$ cat src/ptc_pkg.sv
package ptc_pkg;

   // Clock rate and documented debounce times
   localparam int CLK_MHZ           = 50;
   localparam int SD_DEBOUNCE_US    = 8000;   // 8.0 ms thermal shutdown filter
   localparam int WARN_DEBOUNCE_US  = 3900;   // 3.9 ms thermal warning filter
   localparam int SD_DEBOUNCE_CYC   = SD_DEBOUNCE_US * CLK_MHZ;
   localparam int WARN_DEBOUNCE_CYC = WARN_DEBOUNCE_US * CLK_MHZ;

   // Register offsets
   localparam logic [7:0] ADDR_INT_STATUS = 8'h05;
   localparam logic [7:0] ADDR_INT_MASK   = 8'h06;
   localparam logic [7:0] ADDR_INT_SENSE  = 8'h07;
   localparam logic [7:0] ADDR_COIN_CTL   = 8'h1a;

   // Reset values
   localparam logic [7:0] COIN_CTL_RST   = 8'h00;
   localparam logic [7:0] INT_STATUS_RST = 8'h00;
   localparam logic [7:0] INT_MASK_RST   = 8'h3f;

   // Field layout
   localparam int         COIN_EN_BIT    = 3;
   localparam int         COIN_VSEL_LSB  = 0;
   localparam int         COIN_VSEL_W    = 3;
   localparam logic [7:0] COIN_CTL_WMASK = 8'h0f;
   localparam logic [7:0] INT_MASK_WMASK = 8'h3f;
   localparam int         THERM_LSB      = 2;
   localparam int         N_WARN         = 4;
   localparam logic [7:0] THERM_FIELD    = 8'h3c;

   // Power states, one-hot
   typedef enum logic [2:0] {
      PTC_OFF  = 3'b001,
      PTC_ON   = 3'b010,
      PTC_COIN = 3'b100
   } ptc_state_t;

   // Analog comparator bundle
   typedef struct packed {
      logic                uv_below;
      logic                pwr_on;
      logic                sd_hot;
      logic                sd_release;
      logic                coin_exhausted;
      logic [N_WARN-1:0]   warn;
   } ptc_cmp_t;

   // Byte register access from the serial front end
   typedef struct packed {
      logic       req;
      logic       wr;
      logic [7:0] addr;
      logic [7:0] wdata;
   } ptc_reg_req_t;

   typedef struct packed {
      logic       ack;
      logic       nak;
      logic [7:0] rdata;
   } ptc_reg_rsp_t;

endpackage : ptc_pkg

$ cat src/ptc_sync.sv
`timescale 1ns/1ps
module ptc_sync import ptc_pkg::*; #(
   parameter int W = 1
) (
   input  wire logic         clk_sys,
   input  wire logic         srst,
   input  wire logic         ce,
   input  wire logic [W-1:0] d,
   output logic      [W-1:0] q
);

   logic [W-1:0] meta_reg;
   logic [W-1:0] meta_next;
   logic [W-1:0] q_reg;
   logic [W-1:0] q_next;

   // Two stages; first stage feeds only the second
   always_comb begin
      meta_next = d;
      q_next    = meta_reg;
   end

   always_ff @(posedge clk_sys) begin
      if (srst) begin
         meta_reg <= '0;
         q_reg    <= '0;
      end else if (ce) begin
         meta_reg <= meta_next;
         q_reg    <= q_next;
      end
   end

   assign q = q_reg;

endmodule : ptc_sync

$ cat src/ptc_debounce.sv
`timescale 1ns/1ps
module ptc_debounce import ptc_pkg::*; #(
   parameter int N = 16
) (
   input  wire logic clk_sys,
   input  wire logic srst,
   input  wire logic ce,
   input  wire logic d,
   output logic      q
);

   localparam int             CW   = $clog2(N + 1);
   localparam logic [CW-1:0]  LAST = CW'(N - 1);

   logic [CW-1:0] cnt_reg;
   logic [CW-1:0] cnt_next;
   logic          q_reg;
   logic          q_next;

   // Level must disagree for N cycles in a row; any agreement restarts
   always_comb begin
      cnt_next = '0;
      q_next   = q_reg;
      if (d != q_reg) begin
         if (cnt_reg == LAST) begin
            q_next = d;
         end else begin
            cnt_next = cnt_reg + CW'(1);
         end
      end
   end

   always_ff @(posedge clk_sys) begin
      if (srst) begin
         cnt_reg <= '0;
         q_reg   <= 1'b0;
      end else if (ce) begin
         cnt_reg <= cnt_next;
         q_reg   <= q_next;
      end
   end

   assign q = q_reg;

endmodule : ptc_debounce

$ cat src/ptc_ctrl.sv
// Contract
// - charger runs only while enable bit 3 of charger control is set
// - bits 2:0 select charger voltage, 2.50 V at 000 up to 3.30 V at 111
// - enabled charger uses fixed high current in ON; never charges in OFF
// - charging stops whenever main input is below undervoltage threshold
// - charger control resets to 0x00; upper four bits unused
// - four thermal warnings raise interrupts on each crossing, both directions
// - sense register shows four live thermal comparator bits
// - thermal shutdown taken only after over-temperature holds 8.0 ms
// - after thermal shutdown stay OFF, ignore turn-on until temperature released
// - exactly three power states: ON, OFF, coin-cell
// - OFF to ON only with power-on pin high and input above undervoltage
// - ON or OFF go to coin-cell when input falls below undervoltage
// - ON to OFF when power-on pin low or thermal shutdown
// - coin-cell ignores turn-on; exits only to OFF when input recovers
// - host reset released in ON, pulled high externally
// - host reset driven low in OFF and coin-cell
// - register access refused in coin-cell state
// - interrupt output asserted only in ON
// - in OFF only core digital and backup supplies stay powered
// - exhausted coin cell fully resets every register to default
// - status bits latch until written with 1; output low while unmasked set
// - all interrupt mask bits reset to set
`timescale 1ns/1ps
module ptc_ctrl import ptc_pkg::*; #(
   parameter int SD_DB_CYCLES   = SD_DEBOUNCE_CYC,
   parameter int WARN_DB_CYCLES = WARN_DEBOUNCE_CYC
) (
   input  wire logic                   clk_sys,
   input  wire logic                   srst,
   input  wire logic                   ce,
   input  wire ptc_cmp_t               cmp_in,
   input  wire ptc_reg_req_t           reg_req,
   output ptc_reg_rsp_t                reg_rsp,
   output logic                        host_reset_out,
   output logic                        host_reset_out_oe,
   output logic                        interrupt_out_n,
   output logic                        charger_on,
   output logic                        charger_fixed_current,
   output logic [COIN_VSEL_W-1:0]      charger_voltage_select,
   output logic                        core_digital_supply_en,
   output logic                        backup_domain_supply_en,
   output logic                        other_regulators_en,
   output ptc_state_t                  power_state
);

   ptc_cmp_t          cmp_s;
   logic              sd_db;
   logic [N_WARN-1:0] warn_db;

   // Inputs are asynchronous analog comparators
   ptc_sync #(.W($bits(ptc_cmp_t))) u_sync (
      .clk_sys (clk_sys),
      .srst    (srst),
      .ce      (ce),
      .d       (cmp_in),
      .q       (cmp_s)
   );

   // Noise must not power the part down
   ptc_debounce #(.N(SD_DB_CYCLES)) u_sd_db (
      .clk_sys (clk_sys),
      .srst    (srst),
      .ce      (ce),
      .d       (cmp_s.sd_hot),
      .q       (sd_db)
   );

   // One filter per warning threshold
   for (genvar i = 0; i < N_WARN; i++) begin : g_warn
      ptc_debounce #(.N(WARN_DB_CYCLES)) u_warn_db (
         .clk_sys (clk_sys),
         .srst    (srst),
         .ce      (ce),
         .d       (cmp_s.warn[i]),
         .q       (warn_db[i])
      );
   end

   // ---------------- Power state machine ----------------
   ptc_state_t state_reg;
   ptc_state_t state_next;
   logic       lock_reg;
   logic       lock_next;

   // Thermal lock: set wins over release so a trip is never lost
   always_comb begin
      lock_next = lock_reg;
      if (sd_db) begin
         lock_next = 1'b1;
      end else if (cmp_s.sd_release) begin
         lock_next = 1'b0;
      end
   end

   // Undervoltage outranks every other exit
   always_comb begin
      state_next = state_reg;
      unique case (state_reg)
         PTC_OFF: begin
            if (cmp_s.uv_below) begin
               state_next = PTC_COIN;
            end else if (cmp_s.pwr_on && !lock_reg && !sd_db) begin
               state_next = PTC_ON;
            end
         end
         PTC_ON: begin
            if (cmp_s.uv_below) begin
               state_next = PTC_COIN;
            end else if (!cmp_s.pwr_on || sd_db) begin
               state_next = PTC_OFF;
            end
         end
         PTC_COIN: begin
            if (!cmp_s.uv_below) begin
               state_next = PTC_OFF;
            end
         end
         default: state_next = PTC_OFF;
      endcase
   end

   always_ff @(posedge clk_sys) begin
      if (srst) begin
         state_reg <= PTC_OFF;
         lock_reg  <= 1'b0;
      end else if (ce) begin
         state_reg <= state_next;
         lock_reg  <= lock_next;
      end
   end

   // ---------------- Registers ----------------
   logic [7:0]        ctl_reg;
   logic [7:0]        ctl_next;
   logic [7:0]        stat_reg;
   logic [7:0]        stat_next;
   logic [7:0]        mask_reg;
   logic [7:0]        mask_next;
   logic [N_WARN-1:0] warn_prev_reg;
   logic [N_WARN-1:0] warn_prev_next;
   ptc_reg_rsp_t      rsp_reg;
   ptc_reg_rsp_t      rsp_next;
   logic [7:0]        therm_evt;
   logic              acc_ok;

   // Coin state has no serial interface power
   assign acc_ok = reg_req.req && (state_reg != PTC_COIN);

   // Any crossing of a filtered threshold is an event
   assign therm_evt = 8'((warn_db ^ warn_prev_reg)) << THERM_LSB;

   // Register access, write-one-to-clear and event latching
   always_comb begin
      ctl_next       = ctl_reg;
      mask_next      = mask_reg;
      warn_prev_next = warn_db;
      rsp_next       = '0;
      stat_next      = stat_reg;
      if (reg_req.req && !acc_ok) begin
         rsp_next.nak = 1'b1;
      end
      if (acc_ok) begin
         rsp_next.ack = 1'b1;
         if (reg_req.wr) begin
            unique case (reg_req.addr)
               ADDR_COIN_CTL: ctl_next = (ctl_reg & ~COIN_CTL_WMASK)
                                         | (reg_req.wdata & COIN_CTL_WMASK);
               ADDR_INT_MASK: mask_next = reg_req.wdata & INT_MASK_WMASK;
               ADDR_INT_STATUS: stat_next = stat_reg & ~(reg_req.wdata & THERM_FIELD);
               default: ;
            endcase
         end else begin
            unique case (reg_req.addr)
               ADDR_COIN_CTL:   rsp_next.rdata = ctl_reg;
               ADDR_INT_MASK:   rsp_next.rdata = mask_reg;
               ADDR_INT_STATUS: rsp_next.rdata = stat_reg;
               ADDR_INT_SENSE:  rsp_next.rdata = 8'(cmp_s.warn) << THERM_LSB;
               default:         rsp_next.rdata = 8'h00;
            endcase
         end
      end
      // New event wins over a clear in the same cycle
      stat_next = stat_next | therm_evt;
      // Dead coin cell returns every bit to default
      if (cmp_s.coin_exhausted) begin
         ctl_next  = COIN_CTL_RST;
         stat_next = INT_STATUS_RST;
         mask_next = INT_MASK_RST;
      end
   end

   always_ff @(posedge clk_sys) begin
      if (srst) begin
         ctl_reg       <= COIN_CTL_RST;
         stat_reg      <= INT_STATUS_RST;
         mask_reg      <= INT_MASK_RST;
         warn_prev_reg <= '0;
         rsp_reg       <= '0;
      end else if (ce) begin
         ctl_reg       <= ctl_next;
         stat_reg      <= stat_next;
         mask_reg      <= mask_next;
         warn_prev_reg <= warn_prev_next;
         rsp_reg       <= rsp_next;
      end
   end

   // ---------------- Outputs ----------------
   logic                   chg_next;
   logic                   int_n_next;
   logic                   out_chg_reg;
   logic                   out_int_n_reg;
   logic                   out_rst_oe_reg;
   logic                   out_oth_reg;
   logic [COIN_VSEL_W-1:0] out_vsel_reg;

   // Outputs follow next state so they line up with state_reg
   always_comb begin
      chg_next   = ctl_next[COIN_EN_BIT]
                   && (state_next == PTC_ON)
                   && !cmp_s.uv_below;
      int_n_next = !((state_next == PTC_ON)
                     && |(stat_next & ~mask_next & THERM_FIELD));
   end

   always_ff @(posedge clk_sys) begin
      if (srst) begin
         out_chg_reg    <= 1'b0;
         out_int_n_reg  <= 1'b1;
         out_rst_oe_reg <= 1'b1;
         out_oth_reg    <= 1'b0;
         out_vsel_reg   <= COIN_CTL_RST[COIN_VSEL_LSB +: COIN_VSEL_W];
      end else if (ce) begin
         out_chg_reg    <= chg_next;
         out_int_n_reg  <= int_n_next;
         out_rst_oe_reg <= (state_next != PTC_ON);
         out_oth_reg    <= (state_next == PTC_ON);
         out_vsel_reg   <= ctl_next[COIN_VSEL_LSB +: COIN_VSEL_W];
      end
   end

   // Reset pin is open drain: only ever pulls low
   assign host_reset_out          = 1'b0;
   assign host_reset_out_oe       = out_rst_oe_reg;
   assign interrupt_out_n         = out_int_n_reg;
   assign charger_on              = out_chg_reg;
   assign charger_fixed_current   = out_chg_reg;  // Single level, no trickle mode
   assign charger_voltage_select  = out_vsel_reg;
   assign core_digital_supply_en  = 1'b1;         // Always on, also in OFF
   assign backup_domain_supply_en = 1'b1;
   assign other_regulators_en     = out_oth_reg;
   assign reg_rsp                 = rsp_reg;
   assign power_state             = state_reg;
endmodule : ptc_ctrl

$ cat config.mk
export PLATFORM = sky130hd
export DESIGN_NAME = ptc_ctrl
export DESIGN_NICKNAME = d
export VERILOG_FILES = /design/src/ptc_pkg.sv /design/src/ptc_sync.sv /design/src/ptc_debounce.sv /design/src/ptc_ctrl.sv
export SDC_FILE = /design/constraint.sdc
export NUM_CORES = 1
export LEC_CHECK = 0
export CAP_MARGIN = 20
export CORE_MARGIN = 4
export CORE_UTILIZATION = 46
export CTS_CLUSTER_DIAMETER = 120
export DETAILED_ROUTE_END_ITERATION = 10
export DONT_BUFFER_PORTS = 1
export MAX_ROUTING_LAYER = met4
export PLACE_DENSITY_LB_ADDON = 0.3
export RECOVER_POWER = 50
export SYNTH_ARGS = -nofsm -noshare
export SYNTH_HDL_FRONTEND = slang
export SYNTH_SLANG_ARGS = --single-unit
$ cat constraint.sdc
create_clock -name clk_sys -period 3.5 [get_ports clk_sys]
set_clock_uncertainty 0.05 [all_clocks]
set_input_delay 1.05 -clock clk_sys [delete_from_list [all_inputs] [get_ports clk_sys]]
set_output_delay 1.05 -clock clk_sys [all_outputs]
set_load 0.03 [all_outputs]
==> results of run 1 <==
## worst max-delay path, cell delays in order
cell,delay [ps]
or4b_1,600
or4_1,620
mux2_4,340
o32ai_2,240
a221o_1,160
a31oi_1,70
## cell usage in the layout (no fill, tap or decap), drive strengths merged, types with 20 or more instances in the layout
| master | instances |
|---|---|
| xor2 | 41 |
| clkbuf | 21 |
| a21oi | 35 |
| nand2 | 63 |
| nor2 | 147 |
| o21ai | 30 |
| and3 | 20 |
| nand4 | 26 |
| nand3 | 42 |
| dfxtp | 149 |
| mux2i | 26 |
| xnor2 | 34 |
## worst paths after layout
check / cells past startpoint / endpoint
setup / recovery: 6 / interrupt_out_n
hold / removal: 2 / g_warn[3].u_warn_db.cnt_reg[13]
setup reg to reg: 5 / g_warn[3].u_warn_db.cnt_reg[11]
hold reg to reg: 2 / g_warn[3].u_warn_db.cnt_reg[13]
## where the power goes
part           internal (mW)  switching, mW  leakage, nW  total, mW
registers               1.71         0.0185         1.20       1.73
logic                 0.0356         0.0522         1.20     0.0878
clock network           1.15          0.708        0.295       1.86
total                   2.90          0.778         2.69       3.68
## cell usage after synthesis, types with 3 or more instances
master    count  area share
dfxtp_1     149        0.43
nor2_1      147       0.080
nand2_1      63       0.034
nand3_1      42       0.031
xor2_1       41       0.052
a21oi_1      35       0.025
xnor2_1      34       0.043
o21ai_0      29       0.021
clkbuf_1     26       0.014
mux2i_1      26       0.038
nand4_1      26       0.024
and3_1       20       0.018
a22oi_1      12       0.013
nor3_1       12      0.0087
inv_1        10      0.0055
a21o_1        9      0.0098
buf_4         8      0.0087
nand2b_1      8      0.0073
nor4_1        8      0.0073
nand4b_1      7      0.0089
and2_1        6      0.0055
or3_1         6      0.0055
or4_1         6      0.0065
ha_1          5      0.0091
nor2b_1       5      0.0045
o31ai_1       5      0.0055
a211oi_1      4      0.0044
a22o_1        4      0.0051
and4_1        4      0.0051
or2_2         4      0.0036
a32oi_1       3      0.0038
nor4b_1       3      0.0038
o41ai_1       3      0.0038
or4b_2        3      0.0044
## routing by layer
layer  share of wire  wire [um]
met1            0.48       6770
met2            0.45       6380
met5               0          0
met3           0.046        652
met4           0.020        279
## metrics by stage
stage	util	instance area [um2]	setup WS, ps	hold slack (ps)
after floorplan	-	6880	270	385
after global placement	0.479	6980	257	398
after detailed placement	0.479	6980	234	412
after CTS	0.520	7590	676	420
after global routing	0.520	7590	598	442
final	0.520	7590	666	422
## cell type report
type	instances	area, um2
Antenna cell	1	2.50
Clock buffer	19	453
Clock inverter	13	155
Fill cell	1355	7000
Inverter	11	41.3
Multi-Input combinational cell	614	3680
Sequential cell	149	2980
Tap cell	184	230
Timing Repair Buffer	7	45.0
## cells by family after synthesis
group,synth area share
XOR/XNOR,0.0955
flip-flops,0.434
multiplexers,0.0400
AND/OR/NAND/NOR,0.276
other,0.00109
AO/OA/AOI/OAI,0.112
buffers and inverters,0.0326
adder cells (fa/ha/maj),0.00909
==> results.sh, run 1 <==
export IMPL_grt_max_degree=91
export IMPL_syn2layout_area_growth_pct=10.3
export IMPL_synth_seq_area_share=0.434
export IMPL_p_per_area_mw_per_mm2=485
export IMPL_drv_slew=0
export IMPL_grt_pass1_wl_mm=23.6
export IMPL_clock_latency_ps=420
export IMPL_yosys_cell_types_count=62
export IMPL_drive_gt1_frac=0.0603
export IMPL_rsz0062_at_grt="false"
export IMPL_synth_edff_count=0
export IMPL_yosys_warnings=0
export IMPL_critPathKind="in2reg"
export IMPL_globalRouteOverflowTotal=0
export IMPL_cts_setup_buffers=0
export IMPL_grt_total_usage=0.176
export IMPL_die_h_um=130
export IMPL_final_setup_tns_ps=0
export IMPL_crit_fanout=4
export IMPL_clock_root_buffer="clkbuf_16"
export IMPL_htree_levels=4
export IMPL_synthFlopType="dfxtp_1"
export IMPL_arrival_ps=3080
export IMPL_routed_wl_mm=14.1
export IMPL_ir_drop_mv=0.360
export IMPL_cts_buffer_depth=2
export IMPL_holdCritPathClass="reg2reg"
export IMPL_cts_resized=0
export IMPL_relSlewSlack=0.125
export IMPL_layoutNonFillerInstCount=998
export IMPL_met3_usage=0.0479
export IMPL_hold_buffers=0
export IMPL_path_clk_slew_ps=60
export IMPL_grt_busiest_layer="met2"
export IMPL_wl_per_cell_um=14.1
export IMPL_leakage_nw=2.69
export IMPL_end_kind="flop"
export IMPL_grt_pass1_vias=4977
export IMPL_first_iter_violations=378
export IMPL_avgSynthCellArea_um2=8.48
export IMPL_place_gp_congestion=0.836
export IMPL_ant_nets=0
export IMPL_largest_reg_flops=72
export IMPL_max_freq_mhz=353
export IMPL_start_util=0.472
export IMPL_core_mm2=0.0146
export IMPL_setup_viol=0
export IMPL_status="complete, no violations"
export IMPL_portBuffers=0
export IMPL_start_kind="input port"
export IMPL_gr_usage_met2=0.259
export IMPL_crit_start="reg_req[11]"
export IMPL_drt_first_pass_iters=5
export IMPL_grtUsageMet1=0.229
export IMPL_drcViolationCount=0
export IMPL_synth_seq_cells=149
export IMPL_cts_sink_count=149
export IMPL_design_final_nets=835
export IMPL_dp_cells=965
export IMPL_total_power_mw=3.68
export IMPL_die_area_mm2=0.0170
export IMPL_fin_crit_ps=2830
export IMPL_async_flop_share=0
export IMPL_vias_per_cell=5.52
export IMPL_cts_buffers=17
export IMPL_hpwl_mm=9.47
export IMPL_rows=44
export IMPL_antenna_found_initial=1
export IMPL_worst_pin_slew_ps=1310
export IMPL_cts_tree="done"
export IMPL_synth_area_mm2=0.00688
export IMPL_r2r_start="g_warn[3].u_warn_db.cnt_reg[6]"
export IMPL_ff2ff_setup_slack_ps=940
export IMPL_hp_start="g_warn[3].u_warn_db.cnt_reg[13]"
export IMPL_num_vias=5506
export IMPL_die_w_um=130
export IMPL_num_io_pins=54
export IMPL_finalHoldViolations=0
export IMPL_period_share=0.810
export IMPL_drv_max_cap_violation_count=0
export IMPL_cp_required_ps=3740
export IMPL_synthCells=811
(Power assumes the default switching activity.)
==> run 2: changes to the inputs <==
- clock period: 3.5 -> 2.4 ns (I/O delays scaled with it)
==> results.sh, run 2 (synthesized netlist as in run 1, its figures left out) <==
export IMPL_status="complete, no violations"
export IMPL_place_area_mm2=0.00726
export IMPL_start_kind="input port"
export IMPL_final_cell_mix="149 x dfxtp_1, 147 x nor2_1, 63 x nand2_1"
export IMPL_setup_viol=0
export IMPL_end_kind="flop"
export IMPL_p_per_area_mw_per_mm2=705
export IMPL_grt_busiest_layer="met2"
export IMPL_critPathMaxStageDelay_ps=570
export IMPL_hpwl_mm=10.5
export IMPL_final_common_cell="dfxtp_1"
export IMPL_first_iter_violations=428
export IMPL_relSlewSlack=0.574
export IMPL_vias_per_cell=5.52
export IMPL_die_h_um=130
export IMPL_crit_chain="or4b_4 -> or4_4 -> mux2_4 -> o32ai_2 -> a221o_1 -> a31oi_1"
export IMPL_ff2ff_setup_slack_ps=150
export IMPL_cp_slowest_cell="or4_4"
export IMPL_largest_reg_flops=72
export IMPL_cp_required_ps=2650
export IMPL_drt_first_pass_iters=5
export IMPL_ir_drop_mv=0.498
export IMPL_clock_root_buffer="clkbuf_16"
export IMPL_gr_usage_met2=0.287
export IMPL_hp_start="srst"
export IMPL_diodes=0
export IMPL_cts_resized=0
export IMPL_met3_usage=0.0536
export IMPL_antenna_found_initial=0
export IMPL_syn2layout_area_growth_pct=14.8
export IMPL_num_vias=5696
export IMPL_hold_buffers=0
export IMPL_holdCritPathClass="in2reg"
export IMPL_place_gp_congestion=0.866
export IMPL_final_cell_area_mm2=0.00790
export IMPL_crit_fanout=4
export IMPL_num_io_pins=54
export IMPL_r2r_cells=5
export IMPL_drcViolationCount=0
export IMPL_max_freq_mhz=430
export IMPL_grt_total_usage=0.197
export IMPL_total_power_mw=5.57
export IMPL_htree_levels=4
export IMPL_grt_pass1_wl_mm=26.0
export IMPL_cts_sink_count=149
export IMPL_cts_setup_buffers=0
export IMPL_rr_endpoint="g_warn[3].u_warn_db.cnt_reg[11]"
export IMPL_path_clk_slew_ps=60
export IMPL_design_final_nets=869
export IMPL_die_area_mm2=0.0170
export IMPL_worst_pin_slew_ps=639
export IMPL_rows=44
export IMPL_portBuffers=0
export IMPL_finalHoldViolations=0
export IMPL_ant_nets=0
export IMPL_grtUsageMet1=0.271
export IMPL_whs_path_depth=1
export IMPL_drv_slew=0
export IMPL_cts_buffers=17
export IMPL_routed_wl_mm=15.5
export IMPL_r2r_start="g_warn[3].u_warn_db.cnt_reg[6]"
export IMPL_grt_max_degree=91
export IMPL_rsz0062_at_grt="false"
export IMPL_leakage_nw=2.86
export IMPL_fin_crit_ps=2330
export IMPL_clock_latency_ps=420
export IMPL_cts_tree="done"
export IMPL_drive_gt1_frac=0.0968
export IMPL_critPathKind="in2reg"
export IMPL_grt_pass1_vias=5244
export IMPL_die_w_um=130
export IMPL_globalRouteOverflowTotal=0
export IMPL_wl_per_cell_um=15.0
export IMPL_core_mm2=0.0146
export IMPL_hold_end="u_sync.meta_reg[0]"
export IMPL_arrival_ps=2570
export IMPL_drv_max_cap_violation_count=0
export IMPL_start_util=0.472
export IMPL_period_share=0.970
export IMPL_cts_buffer_depth=2
==> run 2: cell count changes in the layout (fill, tap and decap cells not counted), sizes merged <==
cell / previous run / this run
bufinv: 3 / 4
buf: 5 / 32
inv: 11 / 15
clkinv: 7 / 6
clkbuf: 21 / 26
clkinvlp: 3 / 1
diode: 1 / 0
==> run 2: worst max-delay path by stage <==
stage,start,end,slack [ps],cells past startpoint
2_1_floorplan,reg_req[11],interrupt_out_n,-370,7
3_3_place_gp,reg_req[11],mask_reg[2],-400,6
3_5_place_dp,reg_req[11],mask_reg[2],-420,6
4_1_cts,reg_req[11],interrupt_out_n,30,6
5_1_grt,reg_req[11],interrupt_out_n,20,8
6_report,reg_req[14],interrupt_out_n,70,6
==> run 2: area by class of cell <==
type                            instances  area (um2)
Multi-Input combinational cell        614        3710
Timing Repair Buffer                   41         287
Sequential cell                       149        2980
Inverter                               11        41.3
Tap cell                              184         230
Clock buffer                           17         425
Clock inverter                         15         220
Fill cell                            1353        6690
==> run 2: per-layer routing <==
| metal | wire length [um] | part of all wire |
|---|---|---|
| met1 | 7390 | 0.48 |
| met2 | 7030 | 0.45 |
| met3 | 918 | 0.059 |
| met4 | 165 | 0.011 |
| met5 | 0 | 0 |
==> run 2: through the flow <==
step	setup TNS (ps)	worst slack, ps	utilization	hold slack (ps)	cells
CTS	0	28.9	0.542	313	1031
finish	0	72.7	0.541	327	1031
floorplan	-1240	-373	-	385	812
global route	0	22.2	0.541	309	1031
detailed placement	-2920	-420	0.498	402	999
global placement	-2650	-403	0.498	400	999
==> run 2: power by group <==
group | leakage [nW] | switching, mW | total, mW | internal [mW]
registers | 1.20 | 0.0252 | 2.52 | 2.49
clock network | 0.312 | 1.12 | 2.90 | 1.77
logic | 1.35 | 0.0867 | 0.155 | 0.0684
==> run 2: worst max-delay path: cells and delay by family <==
family,cells,cell delay (ps)
AND/OR/NAND/NOR,2,1090
AO/OA/AOI/OAI,3,440
multiplexers,1,330
